File: src/hw/pcd_defs.svh
// register offsets, field positions, reset values and coding constants of the packet coder
`ifndef PCD_DEFS_SVH
`define PCD_DEFS_SVH

// register indices; byte address is four times the index
`define PCD_IDX_FIFO      8'h00
`define PCD_IDX_MODUL     8'h02
`define PCD_IDX_RATE_HI   8'h03
`define PCD_IDX_RATE_LO   8'h04
`define PCD_IDX_PKT_CFG1  8'h37
`define PCD_IDX_PAY_LEN   8'h38
`define PCD_IDX_CTRL      8'h40
`define PCD_IDX_IRQ_ST    8'h41
`define PCD_IDX_IRQ_CLR   8'h42
`define PCD_IDX_IRQ_EN    8'h43

// reset values
`define PCD_RST_MODUL     8'h00
`define PCD_RST_RATE_HI   8'h1a
`define PCD_RST_RATE_LO   8'h0b
`define PCD_RST_PKT_CFG1  8'h10
`define PCD_RST_PAY_LEN   8'h40

// fields
`define PCD_MODE_MSB      6
`define PCD_MODE_LSB      5
`define PCD_MODE_PACKET   2'h0
`define PCD_DCB_MSB       6
`define PCD_DCB_LSB       5
`define PCD_DCB_MAN       2'h1
`define PCD_DCB_WHT       2'h2
`define PCD_CRC_ON_BIT    4
`define PCD_KEEP_BIT      3
`define PCD_TX_GO_BIT     0
`define PCD_ST_PAY        0
`define PCD_ST_SENT       1
`define PCD_ST_PASS       2

// coding constants
`define PCD_CRC_POLY      16'h1021
`define PCD_CRC_SEED      16'h1d0f
`define PCD_WHT_SEED      9'h1ff
`define PCD_WHT_TAP       5
`define PCD_FIFO_DEPTH    7'h40

`endif

File: src/hw/pcd_pkg.sv
// types shared by the packet coder modules
package pcd_pkg;
   typedef enum logic [2:0] {ST_IDLE, ST_TX_LOAD, ST_TX_SEND, ST_RX_DATA, ST_RX_CHECK} pcd_eng_state_t;
   typedef logic [7:0] pcd_byte_t;
endpackage : pcd_pkg

File: src/hw/pcd_coder.sv
// serial checksum register and whitening sequence generator
`timescale 1ns/1ps
`include "pcd_defs.svh"
module pcd_coder
   import pcd_pkg::*;
(
   // clock and reset
   input  wire logic        ref_clk,
   input  wire logic        rst_n,
   // control
   input  wire logic        init,
   input  wire logic        adv,
   input  wire logic        crc_upd,
   input  wire logic        bit_in,
   // state
   output logic      [15:0] crc_ff,
   output logic      [8:0]  wht_ff
);
   logic fb;

   assign fb = crc_ff[15] ^ bit_in;

   // msb-first serial form; a nonzero preset makes leading zeros count
   always_ff @(posedge ref_clk or negedge rst_n) begin
      if (!rst_n) begin
         crc_ff <= `PCD_CRC_SEED;
      end else if (init) begin
         crc_ff <= `PCD_CRC_SEED;
      end else if (adv && crc_upd) begin
         crc_ff <= {crc_ff[14:0], 1'b0} ^ (fb ? `PCD_CRC_POLY : 16'h0000);
      end
   end

   always_ff @(posedge ref_clk or negedge rst_n) begin
      if (!rst_n) begin
         wht_ff <= `PCD_WHT_SEED;
      end else if (init) begin
         wht_ff <= `PCD_WHT_SEED;
      end else if (adv) begin
         wht_ff <= {wht_ff[0] ^ wht_ff[`PCD_WHT_TAP], wht_ff[8:1]};
      end
   end
endmodule : pcd_coder

File: src/hw/pcd_top.sv
// packet checksum and dc balancing stage with apb registers and payload fifo
`timescale 1ns/1ps
`include "pcd_defs.svh"
module pcd_top
   import pcd_pkg::*;
(
   // clock and reset
   input  wire logic        ref_clk,
   input  wire logic        rst_n,
   // apb slave
   input  wire logic [11:0] paddr,
   input  wire logic        psel,
   input  wire logic        penable,
   input  wire logic        pwrite,
   input  wire logic [31:0] pwdata,
   input  wire logic [3:0]  pstrb,
   output logic      [31:0] prdata_ff,
   output logic             pready_ff,
   output logic             pslverr_ff,
   // interrupt
   output logic             irq_ff,
   // modem transmit side
   output logic             chip_tick_ff,
   output logic             tx_chip_ff,
   output logic             tx_chip_valid_ff,
   output logic             tx_second_chip_ff,
   output logic             tx_busy_ff,
   // modem receive side
   input  wire logic        rx_payload_start,
   input  wire logic        rx_chip,
   input  wire logic        rx_chip_valid
);
   pcd_eng_state_t state_ff;
   pcd_byte_t      rx_byte_ff, wdata, mem_ff [0:63];
   logic [31:0]    rdata;
   logic [15:0]    sh_ff, div_cnt_ff, crc_ff;
   logic [8:0]     wht_ff;
   logic [7:0]     modul_ff, rate_hi_ff, rate_lo_ff, cfg1_ff, pay_len_ff, byte_cnt_ff, idx;
   logic [6:0]     cnt_ff;
   logic [5:0]     wr_ptr_ff, rd_ptr_ff;
   logic [3:0]     bit_cnt_ff;
   logic [2:0]     st_ff, en_ff, ev, clr_mask;
   logic           pass_ff, in_crc_ff, half_ff, first_ff, rx_push_ff, hit, acc, fin, wr_en, rd_en;
   logic           man_on, wht_on, crc_on, keep_on, tx_act, rx_act, tx_go, rx_go, tx_pop, apb_push, apb_pop;
   logic           push, pop, fifo_empty, fifo_full, fifo_clr, div_wrap, w_bit, tx_bit, rx_bit, tx_step, rx_step;
   logic           chk, rx_match, tx_end;
   // apb decode; one wait state so read data comes from a flop
   assign idx   = paddr[9:2];
   assign hit   = (paddr[11:10] == 2'h0) && (idx inside {`PCD_IDX_FIFO, `PCD_IDX_MODUL, `PCD_IDX_RATE_HI,
                  `PCD_IDX_RATE_LO, `PCD_IDX_PKT_CFG1, `PCD_IDX_PAY_LEN, `PCD_IDX_CTRL, `PCD_IDX_IRQ_ST,
                  `PCD_IDX_IRQ_CLR, `PCD_IDX_IRQ_EN});
   assign acc   = psel & penable & ~pready_ff;
   assign fin   = psel & penable & pready_ff;
   assign wr_en = fin & pwrite & pstrb[0] & hit;
   assign rd_en = fin & ~pwrite & hit;
   // coding modes; select 11 enables neither method
   assign man_on  = (cfg1_ff[`PCD_DCB_MSB:`PCD_DCB_LSB] == `PCD_DCB_MAN)
                    && (modul_ff[`PCD_MODE_MSB:`PCD_MODE_LSB] == `PCD_MODE_PACKET);
   assign wht_on  = cfg1_ff[`PCD_DCB_MSB:`PCD_DCB_LSB] == `PCD_DCB_WHT;
   assign crc_on  = cfg1_ff[`PCD_CRC_ON_BIT];
   assign keep_on = cfg1_ff[`PCD_KEEP_BIT];
   assign tx_act = (state_ff == ST_TX_LOAD) || (state_ff == ST_TX_SEND);
   assign rx_act = (state_ff == ST_RX_DATA) || (state_ff == ST_RX_CHECK);
   assign tx_go  = wr_en && (idx == `PCD_IDX_CTRL) && pwdata[`PCD_TX_GO_BIT] && (state_ff == ST_IDLE);
   assign rx_go  = (state_ff == ST_IDLE) && rx_payload_start && !tx_go;
   // fifo ports; the engine has priority over software
   assign fifo_empty = cnt_ff == 7'h00;
   assign fifo_full  = cnt_ff == `PCD_FIFO_DEPTH;
   assign tx_pop     = (state_ff == ST_TX_LOAD) && (byte_cnt_ff != 8'h00) && !fifo_empty;
   assign apb_push   = wr_en && (idx == `PCD_IDX_FIFO) && !rx_act;
   assign apb_pop    = rd_en && (idx == `PCD_IDX_FIFO) && !fifo_empty && !tx_pop;
   assign push       = (rx_push_ff | apb_push) & ~fifo_full;
   assign pop        = tx_pop | apb_pop;
   assign wdata      = rx_push_ff ? rx_byte_ff : pwdata[7:0];
   // bit level coding, fifo side always plain nrz
   assign w_bit    = wht_on & wht_ff[0];
   assign tx_bit   = sh_ff[15] ^ w_bit;
   assign rx_bit   = (man_on ? first_ff : rx_chip) ^ w_bit;
   assign tx_step  = (state_ff == ST_TX_SEND) && chip_tick_ff && (!man_on || half_ff);
   assign rx_step  = (state_ff == ST_RX_DATA) && rx_chip_valid && (!man_on || half_ff);
   assign chk      = state_ff == ST_RX_CHECK;
   assign rx_match = sh_ff == ~crc_ff;
   assign tx_end   = (state_ff == ST_TX_LOAD) && (byte_cnt_ff == 8'h00) && !(crc_on && !in_crc_ff);
   assign fifo_clr = chk && crc_on && !rx_match && !keep_on;
   pcd_coder u_coder (
      .ref_clk (ref_clk),
      .rst_n   (rst_n),
      .init    (tx_go | rx_go),
      .adv     (tx_step | rx_step),
      .crc_upd (crc_on & ~in_crc_ff),
      .bit_in  ((state_ff == ST_TX_SEND) ? sh_ff[15] : rx_bit),
      .crc_ff  (crc_ff),
      .wht_ff  (wht_ff)
   );
   // chip rate divider; the modem times preamble and sync from the same tick
   assign div_wrap = ({1'b0, div_cnt_ff} + 17'h00001) >= {1'b0, rate_hi_ff, rate_lo_ff};
   always_ff @(posedge ref_clk or negedge rst_n) begin
      if (!rst_n) begin
         div_cnt_ff   <= 16'h0000;
         chip_tick_ff <= 1'b0;
      end else begin
         div_cnt_ff   <= div_wrap ? 16'h0000 : div_cnt_ff + 16'h0001;
         chip_tick_ff <= div_wrap;
      end
   end

   // packet engine; a divider below 2 may lose a tick during a byte load
   always_ff @(posedge ref_clk or negedge rst_n) begin
      if (!rst_n) begin
         state_ff    <= ST_IDLE;
         sh_ff       <= 16'h0000;
         bit_cnt_ff  <= 4'h0;
         byte_cnt_ff <= 8'h00;
         in_crc_ff   <= 1'b0;
         half_ff     <= 1'b0;
         first_ff    <= 1'b0;
      end else begin
         unique case (state_ff)
            ST_IDLE: begin
               half_ff   <= 1'b0;
               in_crc_ff <= 1'b0;
               if (tx_go) begin
                  byte_cnt_ff <= pay_len_ff;
                  state_ff    <= ST_TX_LOAD;
               end else if (rx_go) begin
                  byte_cnt_ff <= 8'h00;
                  bit_cnt_ff  <= 4'h7;
                  state_ff    <= ST_RX_DATA;
               end
            end
            ST_TX_LOAD: begin
               if (tx_pop) begin
                  sh_ff       <= {mem_ff[rd_ptr_ff], 8'h00};
                  bit_cnt_ff  <= 4'h7;
                  byte_cnt_ff <= byte_cnt_ff - 8'h01;
                  state_ff    <= ST_TX_SEND;
               end else if (byte_cnt_ff == 8'h00 && crc_on && !in_crc_ff) begin
                  sh_ff      <= ~crc_ff;
                  bit_cnt_ff <= 4'hf;
                  in_crc_ff  <= 1'b1;
                  state_ff   <= ST_TX_SEND;
               end else if (tx_end) begin
                  state_ff <= ST_IDLE;
               end
            end
            ST_TX_SEND: begin
               if (chip_tick_ff) begin
                  if (man_on && !half_ff) begin
                     half_ff <= 1'b1;
                  end else begin
                     half_ff <= 1'b0;
                     sh_ff   <= {sh_ff[14:0], 1'b0};
                     if (bit_cnt_ff == 4'h0) begin
                        state_ff <= ST_TX_LOAD;
                     end else begin
                        bit_cnt_ff <= bit_cnt_ff - 4'h1;
                     end
                  end
               end
            end
            ST_RX_DATA: begin
               if (rx_chip_valid) begin
                  if (man_on && !half_ff) begin
                     half_ff  <= 1'b1;
                     first_ff <= rx_chip;
                  end else begin
                     half_ff    <= 1'b0;
                     sh_ff      <= {sh_ff[14:0], rx_bit};
                     bit_cnt_ff <= bit_cnt_ff - 4'h1;
                     if (bit_cnt_ff == 4'h0) begin
                        if (in_crc_ff) begin
                           state_ff <= ST_RX_CHECK;
                        end else begin
                           byte_cnt_ff <= byte_cnt_ff + 8'h01;
                           if (8'(byte_cnt_ff + 8'h01) == pay_len_ff) begin
                              if (crc_on) begin
                                 in_crc_ff  <= 1'b1;
                                 bit_cnt_ff <= 4'hf;
                              end else begin
                                 state_ff <= ST_RX_CHECK;
                              end
                           end else begin
                              bit_cnt_ff <= 4'h7;
                           end
                        end
                     end
                  end
               end
            end
            ST_RX_CHECK: state_ff <= ST_IDLE;
            default:     state_ff <= ST_IDLE;
         endcase
      end
   end
   // only payload bytes reach the fifo
   always_ff @(posedge ref_clk or negedge rst_n) begin
      if (!rst_n) begin
         rx_push_ff <= 1'b0;
         rx_byte_ff <= 8'h00;
      end else begin
         rx_push_ff <= rx_step && (bit_cnt_ff == 4'h0) && !in_crc_ff;
         rx_byte_ff <= {sh_ff[6:0], rx_bit};
      end
   end
   // modem transmit chips
   always_ff @(posedge ref_clk or negedge rst_n) begin
      if (!rst_n) begin
         tx_chip_valid_ff  <= 1'b0;
         tx_chip_ff        <= 1'b0;
         tx_second_chip_ff <= 1'b0;
         tx_busy_ff        <= 1'b0;
      end else begin
         tx_chip_valid_ff <= (state_ff == ST_TX_SEND) && chip_tick_ff;
         tx_busy_ff       <= tx_act;
         if ((state_ff == ST_TX_SEND) && chip_tick_ff) begin
            tx_chip_ff        <= (man_on && half_ff) ? ~tx_bit : tx_bit;
            tx_second_chip_ff <= man_on & half_ff;
         end
      end
   end
   // payload fifo
   always_ff @(posedge ref_clk) begin
      if (push) begin
         mem_ff[wr_ptr_ff] <= wdata;
      end
   end

   always_ff @(posedge ref_clk or negedge rst_n) begin
      if (!rst_n) begin
         wr_ptr_ff <= 6'h00;
         rd_ptr_ff <= 6'h00;
         cnt_ff    <= 7'h00;
      end else if (fifo_clr) begin
         wr_ptr_ff <= 6'h00;
         rd_ptr_ff <= 6'h00;
         cnt_ff    <= 7'h00;
      end else begin
         wr_ptr_ff <= push ? wr_ptr_ff + 6'h01 : wr_ptr_ff;
         rd_ptr_ff <= pop ? rd_ptr_ff + 6'h01 : rd_ptr_ff;
         cnt_ff    <= 7'(cnt_ff + {6'h00, push} - {6'h00, pop});
      end
   end
   // events; a set in the clear cycle wins
   assign ev[`PCD_ST_PAY]  = chk && (!crc_on || rx_match || keep_on);
   assign ev[`PCD_ST_SENT] = tx_end;
   assign ev[`PCD_ST_PASS] = chk && crc_on && rx_match;
   assign clr_mask = (wr_en && idx == `PCD_IDX_IRQ_CLR) ? pwdata[2:0] : 3'h0;

   always_ff @(posedge ref_clk or negedge rst_n) begin
      if (!rst_n) begin
         st_ff   <= 3'h0;
         pass_ff <= 1'b0;
         irq_ff  <= 1'b0;
      end else begin
         st_ff  <= (st_ff & ~clr_mask) | ev;
         irq_ff <= |(st_ff & en_ff);
         if (chk && crc_on) begin
            pass_ff <= rx_match;
         end
      end
   end
   // configuration registers
   always_ff @(posedge ref_clk or negedge rst_n) begin
      if (!rst_n) begin
         modul_ff   <= `PCD_RST_MODUL;
         rate_hi_ff <= `PCD_RST_RATE_HI;
         rate_lo_ff <= `PCD_RST_RATE_LO;
         cfg1_ff    <= `PCD_RST_PKT_CFG1;
         pay_len_ff <= `PCD_RST_PAY_LEN;
         en_ff      <= 3'h0;
      end else if (wr_en) begin
         case (idx)
            `PCD_IDX_MODUL:    modul_ff   <= pwdata[7:0];
            `PCD_IDX_RATE_HI:  rate_hi_ff <= pwdata[7:0];
            `PCD_IDX_RATE_LO:  rate_lo_ff <= pwdata[7:0];
            `PCD_IDX_PKT_CFG1: cfg1_ff    <= pwdata[7:0];
            `PCD_IDX_PAY_LEN:  pay_len_ff <= pwdata[7:0];
            `PCD_IDX_IRQ_EN:   en_ff      <= pwdata[2:0];
            default: ;
         endcase
      end
   end

   always_comb begin
      rdata = 32'h0000_0000;
      case (idx)
         `PCD_IDX_FIFO:     rdata = {24'h0, mem_ff[rd_ptr_ff]};
         `PCD_IDX_MODUL:    rdata = {24'h0, modul_ff};
         `PCD_IDX_RATE_HI:  rdata = {24'h0, rate_hi_ff};
         `PCD_IDX_RATE_LO:  rdata = {24'h0, rate_lo_ff};
         `PCD_IDX_PKT_CFG1: rdata = {24'h0, cfg1_ff};
         `PCD_IDX_PAY_LEN:  rdata = {24'h0, pay_len_ff};
         `PCD_IDX_CTRL:     rdata = {28'h0, pass_ff, rx_act, tx_act, 1'b0};
         `PCD_IDX_IRQ_ST:   rdata = {29'h0, st_ff};
         `PCD_IDX_IRQ_EN:   rdata = {29'h0, en_ff};
         default:           rdata = 32'h0000_0000;
      endcase
   end

   always_ff @(posedge ref_clk or negedge rst_n) begin
      if (!rst_n) begin
         pready_ff  <= 1'b0;
         pslverr_ff <= 1'b0;
         prdata_ff  <= 32'h0000_0000;
      end else begin
         pready_ff  <= acc;
         pslverr_ff <= acc & ~hit;
         if (acc) begin
            prdata_ff <= (hit && !pwrite) ? rdata : 32'h0000_0000;
         end
      end
   end
endmodule : pcd_top

File: config.mk
export PLATFORM = sky130hd
export DESIGN_NAME = pcd_top
export DESIGN_NICKNAME = d
export VERILOG_FILES = /design/src/hw/pcd_pkg.sv /design/src/hw/pcd_coder.sv /design/src/hw/pcd_top.sv
export VERILOG_INCLUDE_DIRS = /design/src /design/src/hw
export SDC_FILE = /design/constraint.sdc
export NUM_CORES = 1
export LEC_CHECK = 0
export BUFFER_PORTS_ARGS = -buffer_cell sky130_fd_sc_hd__buf_2
export CAP_MARGIN = 10
export CORE_AREA = 2 2 221 223
export DETAILED_ROUTE_END_ITERATION = 8
export DIE_AREA = 0 0 223 225
export MAX_ROUTING_LAYER = met4
export PLACE_DENSITY = 0.88
export SLEW_MARGIN = 20
export SYNTH_ARGS = -nofsm -noshare
export SYNTH_HDL_FRONTEND = slang
export SYNTH_HIERARCHICAL = 1
export SYNTH_SLANG_ARGS = --single-unit
File: constraint.sdc
create_clock -name ref_clk -period 4.5 [get_ports ref_clk]
set_clock_uncertainty 0.05 [all_clocks]
set_input_delay 0.9 -clock ref_clk [delete_from_list [all_inputs] [get_ports ref_clk]]
set_output_delay 0.9 -clock ref_clk [all_outputs]
set_load 0.01 [all_outputs]
# After elaboration in Yosys (flattened, before gate mapping)
# Memories as Yosys holds them, arrays and structs flattened.
# Cells that the tools add are included.
# totals
input_bits	56
out_inout_bits	40
elab_cells	272
mem_count	1
ram_bits	512
regBits	190
# memory_table
name	depth	word_bits	read_ports	rd_clocked_by_memory_dff	write_ports	line_no	source
mem_ff	64	8	1	0	1	pcd_top.sv:34	pcd_byte_t rx_byte_ff, wdata, mem_ff [0:63];
# op_classes
muxes	77
n_eq_ne	36
order_cmp	1
reduce_logical	83
add_sub_neg	9
n_bitwise	33
# op_table
operator	count
two-way mux 16 bit	9
one-hot mux 8 bit (9 select lines)	1
two-way mux 8 bit	8
two-way mux 4 bit	13
one-hot mux 16 bit (3 select lines)	1
two-way mux 3 bit	15
logical AND 1 bit	35
== test 8 x 7 -> 1 bit (second input constant)	4
two-way mux 32 bit	1
two-way mux 6 bit	4
one-hot mux 8 bit (3 select lines)	1
!= test 2 bit (second input constant)	11
two-way mux 9 bit	2
adder 16 x 1 -> 17 bit (second input constant)	1
greater-or-equal comparator 17 x 16 -> 1 bit	1
adder 16 x 1 -> 16 bit (second input constant)	1
== test 16 bit	1
== test 8 x 2 -> 1 bit (second input constant)	2
== test 8 x 6 -> 1 bit (second input constant)	2
logical NOT 8 bit	2
two-way mux 1 bit	16
inverter 16 bit	1
one-hot mux 4 bit (4 select lines)	1
bitwise XOR 16 bit	1
other kinds (47)	105

# Depth between registers and ports, before layout
# logic_depth
word_depth	13
mapped_depth	18

# By module
# Netlist, hierarchy kept.
# modules_own_cells
module	seq_area_each_um2	cells_per_inst	instances	area_per_inst_um2
pcd_top	18913.1	1829	1	28329.7
pcd_coder	646.9	71	1	1076.0

# Least setup slack after synthesis
# Ideal clock, no wire load.
# synth_path
kind	input to register
startpoint	input paddr[5]
endpoint	register cnt_ff[6]
t_required_ns	4.289
setup_slack_ns	0.556
arrival_ns	3.733
cell_stages	16
n_path_buf	1
path_cell_list	nor4_2 > nand3_1 > o32ai_1 > and2_0 > clkbuf_1 > ha_1 > inv_1 > ha_1 > inv_1 > fa_1 > nand2b_1 > a21oi_1 > o21ai_0 > a21oi_1 > or3_1 > a21oi_1
# synth_via
elab_chain_cells	11
# synth_lines
item	line_no	source
start, declared	pcd_top.sv:11	input wire logic [11:0] paddr,
== test 8 x 2 -> 1 bit (tied with other cells)	pcd_top.sv:49	assign hit = (paddr[11:10] == 2'h0) && (idx inside {`PCD_IDX_FIFO, `PCD_IDX_MODUL, `PCD_IDX_RATE_HI,
nonzero test 10 bit	pcd_top.sv:49	
logical AND 1 bit	pcd_top.sv:49	
bitwise AND 1 bit	pcd_top.sv:54	assign wr_en = fin & pwrite & pstrb[0] & hit;
logical AND 1 bit (2 in series)	pcd_top.sv:70	assign apb_push = wr_en && (idx == `PCD_IDX_FIFO) && !rx_act;
OR 1 bit	pcd_top.sv:72	assign push = (rx_push_ff | apb_push) & ~fifo_full;
bitwise AND 1 bit	pcd_top.sv:72	
adder 7 x 1 -> 7 bit	pcd_top.sv:240	cnt_ff <= 7'(cnt_ff + {6'h00, push} - {6'h00, pop});
subtractor 7 x 1 -> 7 bit *	pcd_top.sv:240	
two-way mux 7 bit *	pcd_top.sv:233	end else if (fifo_clr) begin
end signal, assigned	pcd_top.sv:240	
end, declared	pcd_top.sv:39	logic [6:0] cnt_ff;
# Mark *: on every way between the ends. The rest lies on a longest branch, timed or not.
# A chain may end at the register's enable or synchronous reset.

# Worst setup path after layout
# layout_path
startpoint	register byte_cnt_ff[0]
endpoint	register cnt_ff[6]
# layout_via
elab_chain_cells	8
# layout_lines
item	line_no	source
start, declared	pcd_top.sv:38	logic [7:0] modul_ff, rate_hi_ff, rate_lo_ff, cfg1_ff, pay_len_ff, byte_cnt_ff, idx;
start signal, assigned	pcd_top.sv:123	byte_cnt_ff <= pay_len_ff;
start signal, assigned	pcd_top.sv:135	byte_cnt_ff <= byte_cnt_ff - 8'h01;
start signal, assigned	pcd_top.sv:174	byte_cnt_ff <= byte_cnt_ff + 8'h01;
nonzero test 8 bit *	pcd_top.sv:69	assign tx_pop = (state_ff == ST_TX_LOAD) && (byte_cnt_ff != 8'h00) && !fifo_empty;
logical AND 1 bit * (2 in series)	pcd_top.sv:69	
logical NOT 1 bit	pcd_top.sv:71	assign apb_pop = rd_en && (idx == `PCD_IDX_FIFO) && !fifo_empty && !tx_pop;
logical AND 1 bit	pcd_top.sv:71	
OR 1 bit *	pcd_top.sv:73	assign pop = tx_pop | apb_pop;
subtractor 7 x 1 -> 7 bit *	pcd_top.sv:240	
two-way mux 7 bit *	pcd_top.sv:233	
# Marked as above.

==> flow_summary_export.csv <==
group,metric,value,unit
clocking,clock-sinks,678,
critical_path,r2r_cells,18,
grt,grt_first_pass_wirelength,111,mm
clocking,clock_latency,0.62,ns
sta,slew_viol_final,0,
floorplanning,die_area,50200,um2
floorplanning,coreArea,47500,um2
floorplanning,row_count,80,
floorplanning,fp.dieH,225,um
power_and_ir_drop,p_comb_frac,0.268,
critical_path,worst_setup_path_end_kind,"register",
cells_and_area,fin_area,33000,um2
clocking,cts.clk_slew.worst_paths,0.06,ns
synthesis,syn_area,29400,um2
sta,grt_setup_unrepaired,"false",
clocking,cts_root_buffer,"clkbuf_16",
synthesis,synth_edf_count,512,
critical_path,cp_slowest_stage_delay,0.46,ns
placed_design,io_buffers,42,
cells_and_area,nets,2111,
critical_path,path_cells,"inv_1, ha_1, nor2b_1, and3_1, o32ai_1, buf_4, and2_0, ha_1, inv_1, ha_1, inv_1, fa_1, nand2b_1, a21oi_1, o21ai_0, a21oi_1, or3_1, a21oi_1",
power_and_ir_drop,power.leakage,12.1,nW
synthesis,ys_types,93,
sta,finalHoldViolations,0,
synthesis,syn_inst,1900,
drt,final_antenna_net_count,0,
power_and_ir_drop,p_clk_frac,0.310,
drt,drc_errors,0,
cells_and_area,drive_gt1_frac,0.229,
cells_and_area,fin_util,0.695,
drt,first_iter_violations,2526,
sta,period_minus_slack,4.06,ns
clocking,h-tree-depth,3,
grt,grt_max_degree,74,
floorplanning,pin_count,96,
placed_design,gp_congestion,0.972,
critical_path,critPathMaxFanout,8,
critical_path,cp-start-kind,"register",
sta,final-setup-viol-count,0,
critical_path,critical_path_buf_inv_count,4,
drt,wl,72.2,mm
synthesis,yosysWarnings,6,
critical_path,critPathSlowestCell,"dfrtp_1",
clocking,cts-hold-fix-buffers,0,
critical_path,reg2reg_slack,0.44,ns
drt,vias_per_cell,6.79,
drt,wire_per_inst,26.8,um
clocking,cts_buffers,68,
power_and_ir_drop,swShare,0.315,
grt,grt_antenna_before_repair,1,
sta,tns,0,ns
drt,drt_pre_antenna_iters,8,
drt,vias,18260,
synthesis,async_flop_share,0.245,
critical_path,worstSetupPathDepth,18,
sta,finalCritPeriodShare,0.902,
job,drv_cap,0,
synthesis,synthTopCellsByArea,"edfxtp_1 (52%), dfrtp_1 (12%), mux4_2 (7.1%)",
synthesis,yosysSeqAreaShare,0.665,
clocking,cts_resized,0,
power_and_ir_drop,p_per_area,559,nW/um2
cells_and_area,final_cell_count_no_fill,2690,
sta,worst_slack,0.441,ns
power_and_ir_drop,seqPwrFrac,0.422,
grt,grt_pass1_vias,18358,
synthesis,synth_seq_cells,678,
grt,overflow,0,
floorplanning,start_util,0.618,
floorplanning,dieWidth,223,um
synthesis,syn_avg_cell_area,15.5,um2
sta,holdWs,0.271,ns
hold_path,min_path_type,"input pin to asynchronous set/reset pin",
critical_path,required,4.93,ns
placed_design,place_ws,0.164,ns
critical_path,cp-startpoint,"byte_cnt_ff[0]$_DFFE_PN0P_",
clocking,clock_path_buffers,3,
run_status,run_status,"finished, final reports clean",
synthesis,synth-main-ff-cell,"edfxtp_1",
sta,worst_slew_pin_slew,1.16,ns
cells_and_area,area_growth_syn_to_layout,12.3,%
clocking,cts_tree,"done",
clocking,cts_setup_buffers,0,
critical_path,crit_family,"simple AND/OR/NAND/NOR gates",
placed_design,dpl_cell_area,30700,um2
critical_path,r2r_start,"byte_cnt_ff[0]$_DFFE_PN0P_",
power_and_ir_drop,finalPower,18.5,mW
power_and_ir_drop,cell_internal_pwr,12.7,mW
power_and_ir_drop,power_switching,5.82,mW
placed_design,dp.cells,2567,
sta,max-slew-margin-rel,0.229,
placed_design,hpwl,44.6,mm
power_and_ir_drop,ir_worst_vdd,0.426,mV
synthesis,synth_top_area_cell,"edfxtp_1",
synthesis,yosys.area.top_type_share,0.523,
grt,grt_use_total,0.303,
critical_path,worst_ep_arrival_time,4.49,ns
critical_path,worst-setup-path-type,"register to register",
sta,fmax,246,MHz
critical_path,r2r-end,"cnt_ff[6]$_DFF_PN0_",
critical_path,endpoint,"cnt_ff[6]$_DFF_PN0_",
state kept, by name, indices dropped and copies added, names as in the netlist, 9 cells and up:
register	flops
u_coder/wht_ff	9
div_cnt_ff	16
sh_ff	16
u_coder/crc_ff	16
mem_ff	512
logic make-up (layout without fill, tap and decap cells):
kind of cell	count (synthesis)	after routing	share of synthesized area
AOI/OAI and AO/OA	309	309	0.0787
xor gates and xnor gates	63	63	0.0202
adders and majority gates	32	32	0.0139
buffers and inverters	185	336	0.0298
DFF	678	678	0.665
muxes	228	228	0.120
other	1	25	0.000128
and+or+nand+nor	404	404	0.0723
area by class of cell:
class	instances	area [um2]
timing repair buffer	161	1130
sequential	678	19600
fill	2797	14500
tap	615	769
antenna	1	2.50
inverter	54	203
clock buffer	92	1870
multi-input combinational	1060	9100
clock inverter	29	382
metal layers:
layer  GRT usage  up-vias  part of all wire
li1            -     7621                 -
met1       0.393     9236              0.37
met2       0.487     1185              0.49
met3      0.0520      218             0.097
met4       0.116        0             0.040
met5           -        -                 0
power by group through the flow:
stage	logic (mW)	clock network, mW	registers, mW
3_5_place_dp	4.78	0	7.90
3_3_place_gp	4.56	0	7.87
2_1_floorplan	3.76	0	7.52
4_1_cts	4.86	5.78	7.78
6_report	4.95	5.73	7.79
5_1_grt	5.27	6.01	7.83
synth_stat cells (31+ instances only):
library cell	n
a21oi_1	49
buf_2	33
buf_4	37
clkbuf_1	54
dfrtp_1	141
edfxtp_1	512
ha_1	31
inv_1	53
mux2_2	62
mux2i_1	73
mux4_2	93
nand2_1	82
nor2_1	127
o221ai_1	41
xor2_1	36
worst min-delay path by stage:
stage,from,to,slack (ns)
2_1_floorplan,sh_ff[0]$_DFFE_PN0P_,rx_byte_ff[1]$_DFF_PN0_,0.36
3_3_place_gp,sh_ff[2]$_DFFE_PN0P_,rx_byte_ff[3]$_DFF_PN0_,0.38
3_5_place_dp,sh_ff[1]$_DFFE_PN0P_,rx_byte_ff[2]$_DFF_PN0_,0.38
4_1_cts,rst_n,byte_cnt_ff[3]$_DFFE_PN0P_,0.28
5_1_grt,rst_n,first_ff$_DFFE_PN0P_,0.32
6_report,rst_n,byte_cnt_ff[3]$_DFFE_PN0P_,0.27
cells in the final DEF, fill, tap and decap left out, drive strengths merged, types with 50 or more instances in the layout:
| master | count |
|---|---|
| dfrtp | 141 |
| nand2 | 82 |
| mux2i | 73 |
| buf | 161 |
| nor2 | 128 |
| inv | 57 |
| edfxtp | 512 |
| mux2 | 62 |
| mux4 | 93 |
| a21oi | 50 |
| clkbuf | 92 |
Power figures use the tool's default switching activity.
